## config.mk

```make
export PLATFORM = sky130hd
export DESIGN_NAME = exec_core
export DESIGN_NICKNAME = d
export VERILOG_FILES = /design/src/shared/exec_pkg.sv /design/src/design/exec_core.sv
export VERILOG_INCLUDE_DIRS = /design/src /design/src/shared
export SDC_FILE = /design/constraint.sdc
export NUM_CORES = 1
export LEC_CHECK = 0
export BUFFER_PORTS_ARGS = -buffer_cell sky130_fd_sc_hd__clkbuf_2
export CAP_MARGIN = 20
export CORE_MARGIN = 4
export CORE_UTILIZATION = 41
export DETAILED_ROUTE_END_ITERATION = 7
export GPL_TIMING_DRIVEN = 0
export HOLD_SLACK_MARGIN = 0.1
export PLACE_DENSITY = 0.58
export SYNTH_ARGS = -nofsm -noshare
export SYNTH_HDL_FRONTEND = slang
export SYNTH_SLANG_ARGS = --single-unit
export TNS_END_PERCENT = 30
```

## constraint.sdc

```tcl
create_clock -name core_clk -period 9.8 [get_ports core_clk]
set_input_delay 0.98 -clock core_clk [delete_from_list [all_inputs] [get_ports core_clk]]
set_output_delay 0.98 -clock core_clk [all_outputs]
set_load 0.005 [all_outputs]
```

## src/shared/exec_defines.svh

```systemverilog
/*
 * timing, field and reset constants for the execute block.
 * assumes inclusion by bare name from the package and the design.
 */
`ifndef EXEC_DEFINES_SVH
`define EXEC_DEFINES_SVH
`define PC_W 13
`define DM_AW 8
`define STACK_DEPTH 16
`define ACC_RST 8'h00
`define BCD_ADJ 4'h6
`define BCD_MAX 4'h9
`define TWO_CYCLES 2'h2
`endif

```

## src/shared/exec_pkg.sv

```systemverilog
/*
 * types of the execute block: operation codes and the decoded request.
 * assumes the defines header is on the include path.
 */
`include "exec_defines.svh"
package exec_pkg;
    typedef enum logic [4:0] {
        OP_NOP = 5'h00, OP_CALL = 5'h01, OP_CLR = 5'h02, OP_CLR_BIT = 5'h03,
        OP_CLR_WDT = 5'h04, OP_INVERT_IN_PLACE = 5'h05,
        OP_INVERT_TO_ACC = 5'h06, OP_DECIMAL_ADJUST = 5'h07,
        OP_DEC = 5'h08, OP_DECREMENT_TO_ACC = 5'h09, OP_HALT = 5'h0a,
        OP_INC = 5'h0b, OP_INCREMENT_TO_ACC = 5'h0c,
        OP_JUMP_UNCONDITIONAL = 5'h0d, OP_MOV_M_TO_A = 5'h0e,
        OP_MOV_X_TO_A = 5'h0f, OP_MOV_A_TO_M = 5'h10, OP_OR_M = 5'h11,
        OP_OR_X = 5'h12, OP_OR_TO_MEMORY = 5'h13, OP_RET = 5'h14,
        OP_RET_X = 5'h15, OP_INTERRUPT_RETURN = 5'h16,
        OP_ROTATE_LEFT = 5'h17
    } op_t;
    typedef struct packed {
        op_t op;
        logic [`PC_W-1:0] addr;
        logic [`DM_AW-1:0] mem_addr;
        logic [7:0] imm;
        logic [2:0] bit_sel;
    } instr_t;
    typedef enum logic [1:0] {
        ST_RUN = 2'b00,
        ST_DUMMY = 2'b01,
        ST_HALTED = 2'b10
    } state_t;
endpackage

```

## src/design/exec_core.sv

```systemverilog
/*
 * execute stage for a subset of an 8-bit core: calls, returns, jumps,
 * clear, invert, decimal adjust, inc/dec, move, or, rotate, watchdog
 * clear and halt. owns pc, stack, accumulator and the status flags.
 * assumes the fetch side presents one decoded instruction with a valid
 * level, holding it until instr_taken; data memory reads are
 * combinational (mem_rdata follows instr.mem_addr in the same cycle).
 */
// The implementer's own choices: the state encoding and the registered write strobe.
`timescale 1ns/1ps
`include "exec_defines.svh"
module exec_core
    import exec_pkg::*;
(
    input wire logic core_clk, // system clock, 50 mhz
    input wire logic rst, // async reset, active high
    input wire logic clk_en, // freezes all state while low
    input wire instr_t instr, // decoded instruction
    input wire logic instr_valid, // instruction present
    output logic instr_taken, // instruction consumed this cycle
    input wire logic [7:0] mem_rdata, // data byte at instr.mem_addr
    output logic [`DM_AW-1:0] mem_waddr, // data memory write address
    output logic [7:0] mem_wdata, // data memory write byte
    output logic mem_we, // data memory write strobe
    input wire logic wake, // wake request from interrupt logic
    output logic [`PC_W-1:0] pc, // program counter
    output logic [7:0] acc, // accumulator
    output logic zero_flag, // zero flag
    output logic carry_flag, // carry flag
    input wire logic carry_in_load, // alu outside updates carry
    input wire logic carry_in, // carry value from that alu
    input wire logic aux_carry_flag, // aux carry from prior add
    output logic timeout_flag, // watchdog timeout flag
    output logic powerdown_flag, // powerdown flag
    input wire logic watchdog_expire, // watchdog overflowed
    output logic watchdog_clear, // pulse: clear watchdog and prescaler
    output logic master_irq_enable, // global interrupt enable
    input wire logic irq_ack, // interrupt entry clears enable
    output logic halted // system clock gated off
);
    // ------------------------------------------------------------
    // state
    // ------------------------------------------------------------
    state_t state_r, state_nxt;
    logic [`PC_W-1:0] pc_r, pc_nxt;
    logic [7:0] acc_r, acc_nxt;
    logic z_r, z_nxt, c_r, c_nxt, to_r, to_nxt, pd_r, pd_nxt;
    logic emi_r, emi_nxt;
    logic [`PC_W-1:0] stack_r [`STACK_DEPTH];
    logic [3:0] sp_r, sp_nxt;
    logic push;
    logic [`PC_W-1:0] push_val;
    logic [7:0] wdata_r, wdata_nxt;
    logic [`DM_AW-1:0] waddr_r, waddr_nxt;
    logic we_r, we_nxt, wdc_r, wdc_nxt;

    // bcd correction of the accumulator; returns {carry, byte}
    function automatic logic [8:0] bcd_adjust(input logic [7:0] a,
                                              input logic ac,
                                              input logic c);
        logic [4:0] lo;
        logic [4:0] hi;
        lo = {1'b0, a[3:0]};
        if (a[3:0] > `BCD_MAX || ac) begin
            lo = lo + {1'b0, `BCD_ADJ};
        end
        hi = {1'b0, a[7:4]} + {4'h0, lo[4]};
        if (hi > {1'b0, `BCD_MAX} || c) begin
            hi = hi + {1'b0, `BCD_ADJ};
        end
        bcd_adjust = {hi[4] | c, hi[3:0], lo[3:0]};
    endfunction

    // zero test shared by every op that updates the zero flag
    function automatic logic is_zero(input logic [7:0] v);
        is_zero = (v == 8'h00);
    endfunction

    // ------------------------------------------------------------
    // next-state logic
    // ------------------------------------------------------------
    // two-cycle ops hold instr_taken low in their first cycle and raise it in the dummy cycle
    always_comb begin
        logic [8:0] adj;
        logic [7:0] res;
        adj = bcd_adjust(acc_r, aux_carry_flag, c_r);
        res = 8'h00;
        state_nxt = state_r;
        pc_nxt = pc_r;
        acc_nxt = acc_r;
        z_nxt = z_r;
        c_nxt = carry_in_load ? carry_in : c_r;
        to_nxt = to_r | watchdog_expire;
        pd_nxt = pd_r;
        emi_nxt = irq_ack ? 1'b0 : emi_r;
        sp_nxt = sp_r;
        push = 1'b0;
        push_val = pc_r + `PC_W'(1);
        waddr_nxt = instr.mem_addr;
        wdata_nxt = wdata_r;
        we_nxt = 1'b0;
        wdc_nxt = 1'b0;
        instr_taken = 1'b0;
        unique case (state_r)
            ST_HALTED: begin
                if (wake) begin
                    state_nxt = ST_RUN;
                end
            end
            ST_DUMMY: begin
                instr_taken = 1'b1;
                state_nxt = ST_RUN;
            end
            ST_RUN: if (instr_valid) begin
                instr_taken = 1'b1;
                pc_nxt = pc_r + `PC_W'(1);
                unique case (instr.op)
                    OP_NOP: ;
                    OP_CALL: begin
                        push = 1'b1;
                        sp_nxt = sp_r + 4'h1;
                        pc_nxt = instr.addr;
                        instr_taken = 1'b0;
                        state_nxt = ST_DUMMY;
                    end
                    OP_JUMP_UNCONDITIONAL: begin
                        pc_nxt = instr.addr;
                        instr_taken = 1'b0;
                        state_nxt = ST_DUMMY;
                    end
                    OP_CLR: begin
                        wdata_nxt = 8'h00;
                        we_nxt = 1'b1;
                    end
                    OP_CLR_BIT: begin
                        wdata_nxt = mem_rdata & ~(8'h01 << instr.bit_sel);
                        we_nxt = 1'b1;
                    end
                    OP_CLR_WDT: begin
                        wdc_nxt = 1'b1;
                        to_nxt = 1'b0;
                        pd_nxt = 1'b0;
                    end
                    OP_INVERT_IN_PLACE, OP_INVERT_TO_ACC: begin
                        res = ~mem_rdata;
                        z_nxt = is_zero(res);
                        if (instr.op == OP_INVERT_TO_ACC) begin
                            acc_nxt = res;
                        end else begin
                            wdata_nxt = res;
                            we_nxt = 1'b1;
                        end
                    end
                    OP_DECIMAL_ADJUST: begin
                        wdata_nxt = adj[7:0];
                        we_nxt = 1'b1;
                        c_nxt = adj[8];
                    end
                    OP_DEC, OP_DECREMENT_TO_ACC: begin
                        res = mem_rdata - 8'h01;
                        z_nxt = is_zero(res);
                        if (instr.op == OP_DECREMENT_TO_ACC) begin
                            acc_nxt = res;
                        end else begin
                            wdata_nxt = res;
                            we_nxt = 1'b1;
                        end
                    end
                    OP_INC, OP_INCREMENT_TO_ACC: begin
                        res = mem_rdata + 8'h01;
                        z_nxt = is_zero(res);
                        if (instr.op == OP_INCREMENT_TO_ACC) begin
                            acc_nxt = res;
                        end else begin
                            wdata_nxt = res;
                            we_nxt = 1'b1;
                        end
                    end
                    OP_HALT: begin
                        wdc_nxt = 1'b1;
                        to_nxt = 1'b0;
                        pd_nxt = 1'b1;
                        state_nxt = ST_HALTED;
                    end
                    OP_MOV_M_TO_A: acc_nxt = mem_rdata;
                    OP_MOV_X_TO_A: acc_nxt = instr.imm;
                    OP_MOV_A_TO_M: begin
                        wdata_nxt = acc_r;
                        we_nxt = 1'b1;
                    end
                    OP_OR_M, OP_OR_X, OP_OR_TO_MEMORY: begin
                        res = acc_r | (instr.op == OP_OR_X ? instr.imm
                                                            : mem_rdata);
                        z_nxt = is_zero(res);
                        if (instr.op == OP_OR_TO_MEMORY) begin
                            wdata_nxt = res;
                            we_nxt = 1'b1;
                        end else begin
                            acc_nxt = res;
                        end
                    end
                    OP_RET, OP_RET_X, OP_INTERRUPT_RETURN: begin
                        sp_nxt = sp_r - 4'h1;
                        pc_nxt = stack_r[sp_r - 4'h1];
                        if (instr.op == OP_RET_X) begin
                            acc_nxt = instr.imm;
                        end
                        // pending interrupts then enter via outside logic
                        if (instr.op == OP_INTERRUPT_RETURN) begin
                            emi_nxt = 1'b1;
                        end
                    end
                    OP_ROTATE_LEFT: begin
                        wdata_nxt = {mem_rdata[6:0], mem_rdata[7]};
                        we_nxt = 1'b1;
                    end
                    default: ;
                endcase
            end
            default: state_nxt = ST_RUN;
        endcase
        // nothing is consumed while the enable holds the core frozen
        if (!clk_en) begin
            instr_taken = 1'b0;
        end
    end

    // ------------------------------------------------------------
    // registers
    // ------------------------------------------------------------
    // stack entries carry no reset: contents are undefined until pushed
    always_ff @(posedge core_clk) begin
        if (clk_en && push) begin
            stack_r[sp_r] <= push_val;
        end
    end

    always_ff @(posedge core_clk or posedge rst) begin
        if (rst) begin
            state_r <= ST_RUN;
            pc_r <= '0;
            acc_r <= `ACC_RST;
            z_r <= 1'b0;
            c_r <= 1'b0;
            to_r <= 1'b0;
            pd_r <= 1'b0;
            emi_r <= 1'b0;
            sp_r <= 4'h0;
            waddr_r <= '0;
            wdata_r <= 8'h00;
            we_r <= 1'b0;
            wdc_r <= 1'b0;
        end else if (clk_en) begin
            state_r <= state_nxt;
            pc_r <= pc_nxt;
            acc_r <= acc_nxt;
            z_r <= z_nxt;
            c_r <= c_nxt;
            to_r <= to_nxt;
            pd_r <= pd_nxt;
            emi_r <= emi_nxt;
            sp_r <= sp_nxt;
            waddr_r <= waddr_nxt;
            wdata_r <= wdata_nxt;
            we_r <= we_nxt;
            wdc_r <= wdc_nxt;
        end
    end

    // outputs straight from flops, halted decoded from state_r; mem_we and watchdog_clear are also gated by clk_en
    assign pc = pc_r;
    assign acc = acc_r;
    assign zero_flag = z_r;
    assign carry_flag = c_r;
    assign timeout_flag = to_r;
    assign powerdown_flag = pd_r;
    assign master_irq_enable = emi_r;
    assign mem_waddr = waddr_r;
    assign mem_wdata = wdata_r;
    assign mem_we = we_r & clk_en;
    assign watchdog_clear = wdc_r & clk_en;
    assign halted = (state_r == ST_HALTED);
endmodule

```

* After elaboration in Yosys (flattened, before gate mapping)
Memory sizes are Yosys's and may differ from the RTL's.
Cells that the tools add are included.
** Storage, ports and cells
- Register bits after elaboration :: 50
- Bits in writable memories :: 208
- Input bits :: 55
- Output and inout bits :: 46
- Logic and storage cells :: 151
- Memories kept :: 1
** Operators by class
- Add/subtract/negate cells :: 8
- Magnitude comparators :: 2
- Eq/ne operators :: 37
- Shift operators :: 1
- Multiplexer cells :: 53
- Bitwise gates (word level) :: 8
- Reductions and logical operators :: 28
** Memory list
- stack_r :: words 16, width 13, rd ports 1, clocked after memory_dff 0, write ports 1, line exec_core.sv:49 : logic [`PC_W-1:0] stack_r [`STACK_DEPTH];
** Operator list (count)
- 8-bit two-way mux :: 10
- 8-bit case mux with 9 select lines :: 1
- 8-bit case mux with 7 select lines :: 1
- 5-bit by 4-bit == test with 1-bit output, second input constant :: 8
- 5-bit == test, second input constant :: 8
- 8-bit logical NOT :: 4
- 1-bit two-way mux :: 29
- 13-bit case mux with 2 select lines :: 1
- 2-bit != test, second input constant :: 11
- 5-bit by 3-bit == test with 1-bit output, second input constant :: 4
- 8-bit NOT :: 2
- 4-bit AND reduction :: 4
- 13-bit by 1-bit adder with 13-bit output, second input constant :: 1
- 5-bit by 2-bit == test with 1-bit output, second input constant :: 2
- 5-bit two-way mux :: 2
- 2-bit OR reduction :: 5
- 9-bit AND reduction :: 1
- 9-bit nonzero test :: 1
- 8-bit by 1-bit adder with 8-bit output, second input constant :: 1
- 8-bit bitwise AND :: 1
- 8-bit bitwise OR :: 1
- 2-bit case mux with 2 select lines :: 2
- 4-bit case mux with 2 select lines :: 1
- 8-bit AND reduction :: 1
- other kinds (28) :: 35

* Longest topological paths before layout
Gate-level depths: netlist of run 1.
- Depth in word-level cells :: 11
- Depth in mapped cells :: 13
- Gate-level depth less buffers :: 11

* Least setup slack after synthesis of run 1
Ideal clock, no wire load.
- Path kind :: input to register
- From :: in instr_valid
- To :: mem stack_r[3][0] (netlist name), enable pin
- Setup time :: 0.400 ns
- Data arrival time :: 2.952 ns
- Required time :: 9.400 ns
- Path slack :: 6.449 ns
- Cell stages on the path :: 5
- Buffers on the path :: 0
- Cell sequence :: nor3b_1 > nand2_1 > nor4_4 > nand2_1 > nor3_1
** On the way
- Word-level cells in the longest chain between the ends :: 5
** Ends and longest elaborated chain
- from (decl) :: line exec_core.sv:19 : input wire logic instr_valid,
- 1-bit two-way mux :: line exec_core.sv:114 : ST_RUN: if (instr_valid) begin
- 1-bit two-way mux :: line exec_core.sv:104 : unique case (state_r)
- 1-bit logical AND :: line exec_core.sv:233 : if (clk_en && push) begin
- 1-bit two-way mux :: line exec_core.sv:233
- 1-bit two-way mux (implied by the code) :: line exec_core.sv:234 : stack_r[sp_r] <= push_val;
- to (decl) :: line exec_core.sv:49
Every way passes these cells.

* Final worst setup path of run 1
- From :: reg sp_r[0]
- To :: reg pc_r[10], in the netlist pc[10]
** On the way
- Word-level cells in the longest chain between the ends :: 3
** Ends and longest elaborated chain
- from (decl) :: line exec_core.sv:50 : logic [3:0] sp_r, sp_nxt;
- from (signal assigned) :: line exec_core.sv:262 : sp_r <= sp_nxt;
- 4-bit by 1-bit subtractor with 4-bit output :: line exec_core.sv:204 : pc_nxt = stack_r[sp_r - 4'h1];
- memory read 16 x 13 bit
- 13-bit case mux with 2 select lines :: line exec_core.sv:117 : unique case (instr.op)
- to (signal assigned) :: line exec_core.sv:255 : pc_r <= pc_nxt;
- to (decl) :: line exec_core.sv:45 : logic [`PC_W-1:0] pc_r, pc_nxt;
Every way passes these cells.
A chain may end at the register's enable or synchronous reset.

==> results.ini, run 1 <==
[outcome]
status=finished clean

[sta]
relSlewSlack_pct=28.4
min_period_ns=4.06
fmax_mhz=246
post-route-period-util_pct=41.4
tns_ns=0
drv_slew=0
setup_viol=0
fin_skew_ns=0.0318
rsz0062_at_grt=no
tightest_slew_ns=1.06
hold_viol_final=0

[setup_path]
worstSetupPathType=register to register
cp.required_ns=10.19
worstPathCellList=buf_4 -> buf_4 -> buf_4 -> inv_1 -> ha_1 -> buf_2 -> buf_2 -> buf_1 -> mux4_2 -> mux2i_1 -> nand2_1 -> o211ai_1 -> o211ai_1
cp.arrival_ns=4.46
startpoint_type=register
crit_slowest_cell=buf_1
reg2reg_depth=13
critPathBufInv=7
reg2reg_slack_ns=5.74
reg2reg_from=sp_r[0]
path_common_cell=buf_4
cp_max_fo=10
r2r-end=pc[10]
cp-startpoint=sp_r[0]
cpPeakStageDelay_ns=0.67
crit_family=buffers and inverters
crit_path_end_kind=register

[clock_network]
cts_tree=yes
clock_latency_ns=0.57
post-cts-setup-buffer-count=0
clk_pin_slew_ns=0.06
htreeDepth=1
hold_buffers=0
cts_buffer_depth=3
cts_resized=0
numCtsBuffers=28
cts_root_buf=clkbuf_16
clock_sinks=258

[floorplanning]
rows=63
io_pins=101
core-area_mm2=0.0297
die_h_um=182
die_w_um=182
die-area_mm2=0.0330
start_util_pct=41.6

[logic_synthesis]
synth_enable_flop_cells=208
synth_seq_cells=258
ys_async_sr_fraction_pct=19.4
ys_seq_area_share_pct=60.7
syn-mean-instance-area_um2=13.9
syn_inst=886
synth_cell_types=70
syn_area_mm2=0.0124
synthFlopType=edfxtp_1
yosys_warnings=0
synth_nets=956

[route]
first_pass_iters=5
avgViaCountPerCell=5.87
drc=0
wl_per_cell_um=23.6
ant_nets=0
drt_iter0_markers=817
routed_wl_um=34300
vias=8532

[power]
leakage_uw=0.00515
power_density_mw_per_mm2=250
peakVddDrop_uv=183
total_power_uw=3650

[layout]
finalNetCount=1112
drive_gt1_share_pct=27.6
final_common_cell=edfxtp_1
syn_to_final_growth_pct=18.3
fin_cells=1454
final_cell_mix=edfxtp_1 (208), clkbuf_2 (98), nand2_1 (59)
utilization_pct=49.2

[global_routing]
grt_pass1_vias=8309
grt_max_degree=27
grt_pass1_wl_um=52000
antenna_found_initial=0
grtUsageTotal_pct=20.4
grt-ovfl-total=0

[placed_design]
gp_congestion=0.897
dp_hpwl_um=24500
dp.cells=1399
io_buffers=98

[hold_path]
holdPathEnd=mem_wdata[7]
min_from=mem_wdata[7]
hp-class=register to register
hold_depth=2

[run]
cap_violations=0

Yosys cell counts (9+ instances only):
cell type | number | area share, %
edfxtp_1 | 208 | 51
nand2_1 | 59 | 1.8
mux4_2 | 53 | 9.7
dfrtp_1 | 50 | 10
o21ai_0 | 45 | 1.8
nor2_1 | 44 | 1.3
a21oi_1 | 35 | 1.4
clkbuf_1 | 30 | 0.91
xnor2_1 | 23 | 1.6
nor3_1 | 22 | 0.89
buf_2 | 20 | 0.81
inv_1 | 20 | 0.61
a221oi_1 | 19 | 1.3
mux2i_1 | 18 | 1.5
nand2b_1 | 17 | 0.86
mux2_2 | 16 | 1.5
ha_1 | 15 | 1.5
nand3_1 | 15 | 0.61
a211oi_1 | 12 | 0.73
o22ai_1 | 12 | 0.61
nor2b_1 | 11 | 0.56
xor2_1 | 10 | 0.71
a31oi_1 | 9 | 0.46
layout make-up:
cell class                 instances  area, µm²
inverter                          20       75.1
antenna                            1       2.50
multi-input combinational        549       4570
clock inverter                    19        168
fill                            2582      15100
timing repair buffer             126        830
clock buffer                      32        716
tap                              390        488
sequential                       258       7500
buffer                            59        277
worst max path at each step:
| stage | end | slack, ns | cells after the start |
|---|---|---|---|
| floorplan | stack_r[3][0] | 6.45 | 5 |
| global placement | stack_r[1][5] | 4.74 | 6 |
| detailed placement | pc[2] | 5.72 | 12 |
| CTS | pc[2] | 5.71 | 12 |
| global route | pc[2] | 5.43 | 12 |
| finish | pc[10] | 5.74 | 13 |
flip-flops by register name, indices dropped and copies added (netlist names), 2 cells and up:
| signal | flops |
|---|---|
| state_r | 2 |
| mem_waddr | 8 |
| pc | 13 |
| sp_r | 4 |
| acc | 8 |
| mem_wdata | 8 |
| stack_r | 208 |
where the power goes:
group          internal [µW]  total [µW]  switching, µW
logic                    504        1210            708
clock network            577        1010            431
registers               1360        1430           69.9
total                   2440        3650           1210
per-stage QoR:
step / hold WS, ns / cell area, µm² / setup slack (ns)
2_1_floorplan: 0.469 / 12400 / 6.45
3_3_place_gp: 0.461 / 13300 / 4.74
3_5_place_dp: 0.476 / 13700 / 5.72
4_1_cts: 0.489 / 14600 / 5.71
5_1_grt: 0.508 / 14600 / 5.43
6_report: 0.483 / 14600 / 5.74
logic make-up after synthesis:
family          count (synthesis)  synth area share (%)
compound gates                196                  10.9
flops                         258                  60.7
fa+ha+maj                      15                  1.52
simple gates                  218                  9.18
buf+inv                        79                  2.85
mux                            87                  12.6
xor+xnor                       33                  2.34
tightest hold or removal path, delay by kind of cell (launching register included):
kind            cells  cell delay [ns]
flops               1             0.35
compound gates      1             0.06
simple gates        1             0.05
layer usage:
metal,vias to the layer above,part of all wire [%],global-route usage [%]
li1,3803,-,-
met1,4252,43,29.3
met2,407,46,32.1
met3,70,7.7,3.37
met4,0,3.3,6.51
met5,-,0,0
Note: power is estimated with default switching activity, not from simulation.
==> run 2, diff against run 1 <==
Clock period 9.8 ns to 4.1 ns, I/O delays scaled along.
==> run 2 against run 1 <==
Against the previous run:
- global-route usage up 0.073 points
- register-to-register slack worse by 5.4 ns
- via count up 0.30%
- clock power up 140%
- sequential cell count unchanged
- cell count up 0.48%
- clock skew up 0.0010 ns
- sequential share of layout area down 0.30 points
- die area unchanged
- power up 140%
- non-clock buffer count up 8
- wire length up 0.44%
- largest cell class unchanged
- largest power group unchanged
- highest routed layer unchanged
==> results.ini, run 2 (synthesized netlist as in run 1, its figures left out) <==
[outcome]
status=finished clean

[placed_design]
io_buffers=98
dp_hpwl_um=24500
dpl_cell_area_mm2=0.0137
gp_congestion=0.897
dp.cells=1399

[floorplanning]
io_pins=101
rows=63
core-area_mm2=0.0297
die-area_mm2=0.0330
die_w_um=182
die_h_um=182
start_util_pct=41.6

[power]
leakage_uw=0.00519
peakVddDrop_uv=437
total_power_uw=8730
power_density_mw_per_mm2=593

[sta]
hold_viol_final=0
min_period_ns=3.79
tns_ns=0
fin_skew_ns=0.0328
setup_viol=0
rsz0062_at_grt=no
relSlewSlack_pct=25.4
drv_slew=0
tightest_slew_ns=1.11
whs_ns=0.182
fmax_mhz=264
post-route-period-util_pct=92.5

[layout]
final_cell_mix=edfxtp_1 (208), clkbuf_2 (99), nand2_1 (59)
fill_cells=2569
drive_gt1_share_pct=27.5
syn_to_final_growth_pct=19.0
regMostFlops=stack_r
largest_register_ffs=208
final_common_cell=edfxtp_1
num_antenna_cells=0
final_cell_area_mm2=0.0147
fin_cells=1461
finalNetCount=1120
multi_input_area_mm2=0.00457
seqCellArea_mm2=0.00750

[global_routing]
grt_pass1_wl_um=52200
grtUsageTotal_pct=20.5
grt_max_degree=27
grt-ovfl-total=0
grt_pass1_vias=8354
antenna_found_initial=0

[clock_network]
clock_sinks=258
clock_latency_ns=0.57
numCtsBuffers=28
cts_tree=yes
htreeDepth=1
cts_root_buf=clkbuf_16
post-cts-setup-buffer-count=0
clk_pin_slew_ns=0.06
cts_buffer_depth=3

[hold_path]
hp-class=input port to register
min_from=instr[31]

[setup_path]
cp-startpoint=sp_r[0]
reg2reg_from=sp_r[0]
worstSetupPathType=register to register
cp.arrival_ns=4.19
cp.required_ns=4.49
startpoint_type=register
crit_path_end_kind=register
cp_max_fo=10

[route]
ant_nets=0
drc=0
vias=8558
avgViaCountPerCell=5.86
drt_iter0_markers=853
first_pass_iters=5
routed_wl_um=34500
wl_per_cell_um=23.6

[run]
cap_violations=0

==> run 2: cell count changes in the layout (fill, tap and decap cells not counted) <==
cell and change:
buf_1 -1, clkbuf_1 -1, clkbuf_2 +1, diode_2 -1, dlygate4sd3_1 +9
==> run 2: critical path, stage by stage, from the launching register on <==
cell      delay [ns]
dfrtp_1         0.41
buf_4           0.27
buf_4           0.27
buf_4           0.28
inv_1           0.12
ha_1            0.28
buf_2           0.25
clkbuf_1        0.65
mux4_2          0.42
mux2_2          0.30
o211ai_1        0.23
o211ai_1        0.13
==> run 2: metrics by stage <==
| stage | utilization [%] | worst slack [ns] |
|---|---|---|
| after floorplan | - | 1.03 |
| after global placement | 44.9 | -0.386 |
| after detailed placement | 46.1 | 0.0218 |
| after CTS | 49.4 | 0.00873 |
| after global routing | 49.5 | 0.0598 |
| final | 49.5 | 0.308 |
==> run 2: routing by layer <==
layer	vias up	routed length, µm	track usage [%]	share of wire (%)
met5	-	0	0	0
met1	4308	14700	29.4	43
met2	364	16100	32.3	47
met3	66	2530	3.33	7.3
li1	3820	-	-	-
met4	0	1110	6.51	3.2
==> run 2: final timing paths <==
check | endpoint | slack, ns | depth (start not counted)
max in group asynchronous | sp_r[0] | 3.05 | 4
hold / removal | pc[12] | 0.18 | 3
setup reg to reg | pc[10] | 0.31 | 11
hold reg to reg | mem_wdata[7] | 0.48 | 2
setup / recovery | pc[10] | 0.31 | 11
min in group asynchronous | mem_waddr[1] | 0.48 | 3
==> run 2: what timing repair did <==
action                     CTS  global route
hold endpoints to repair    33             0
gates resized for setup      0             2
setup endpoints to repair    0             6
hold buffers                 9             0
==> run 2: report_power, final <==
part / leakage (µW) / switching [µW] / internal, µW
Sequential: 0.00247 / 167 / 3260
Clock: 0.000422 / 1030 / 1380
Combinational: 0.00229 / 1680 / 1210
Total: 0.00519 / 2880 / 5850
==> run 2: final cells by class <==
| type | count | area share [%] |
|---|---|---|
| Clock buffer | 32 | 4.87 |
| Clock inverter | 19 | 1.14 |
| Buffer | 58 | 1.86 |
| Sequential cell | 258 | 51.0 |
| Tap cell | 390 | 3.32 |
| Inverter | 20 | 0.511 |
| Timing Repair Buffer | 135 | 6.25 |
| Multi-Input combinational cell | 549 | 31.1 |
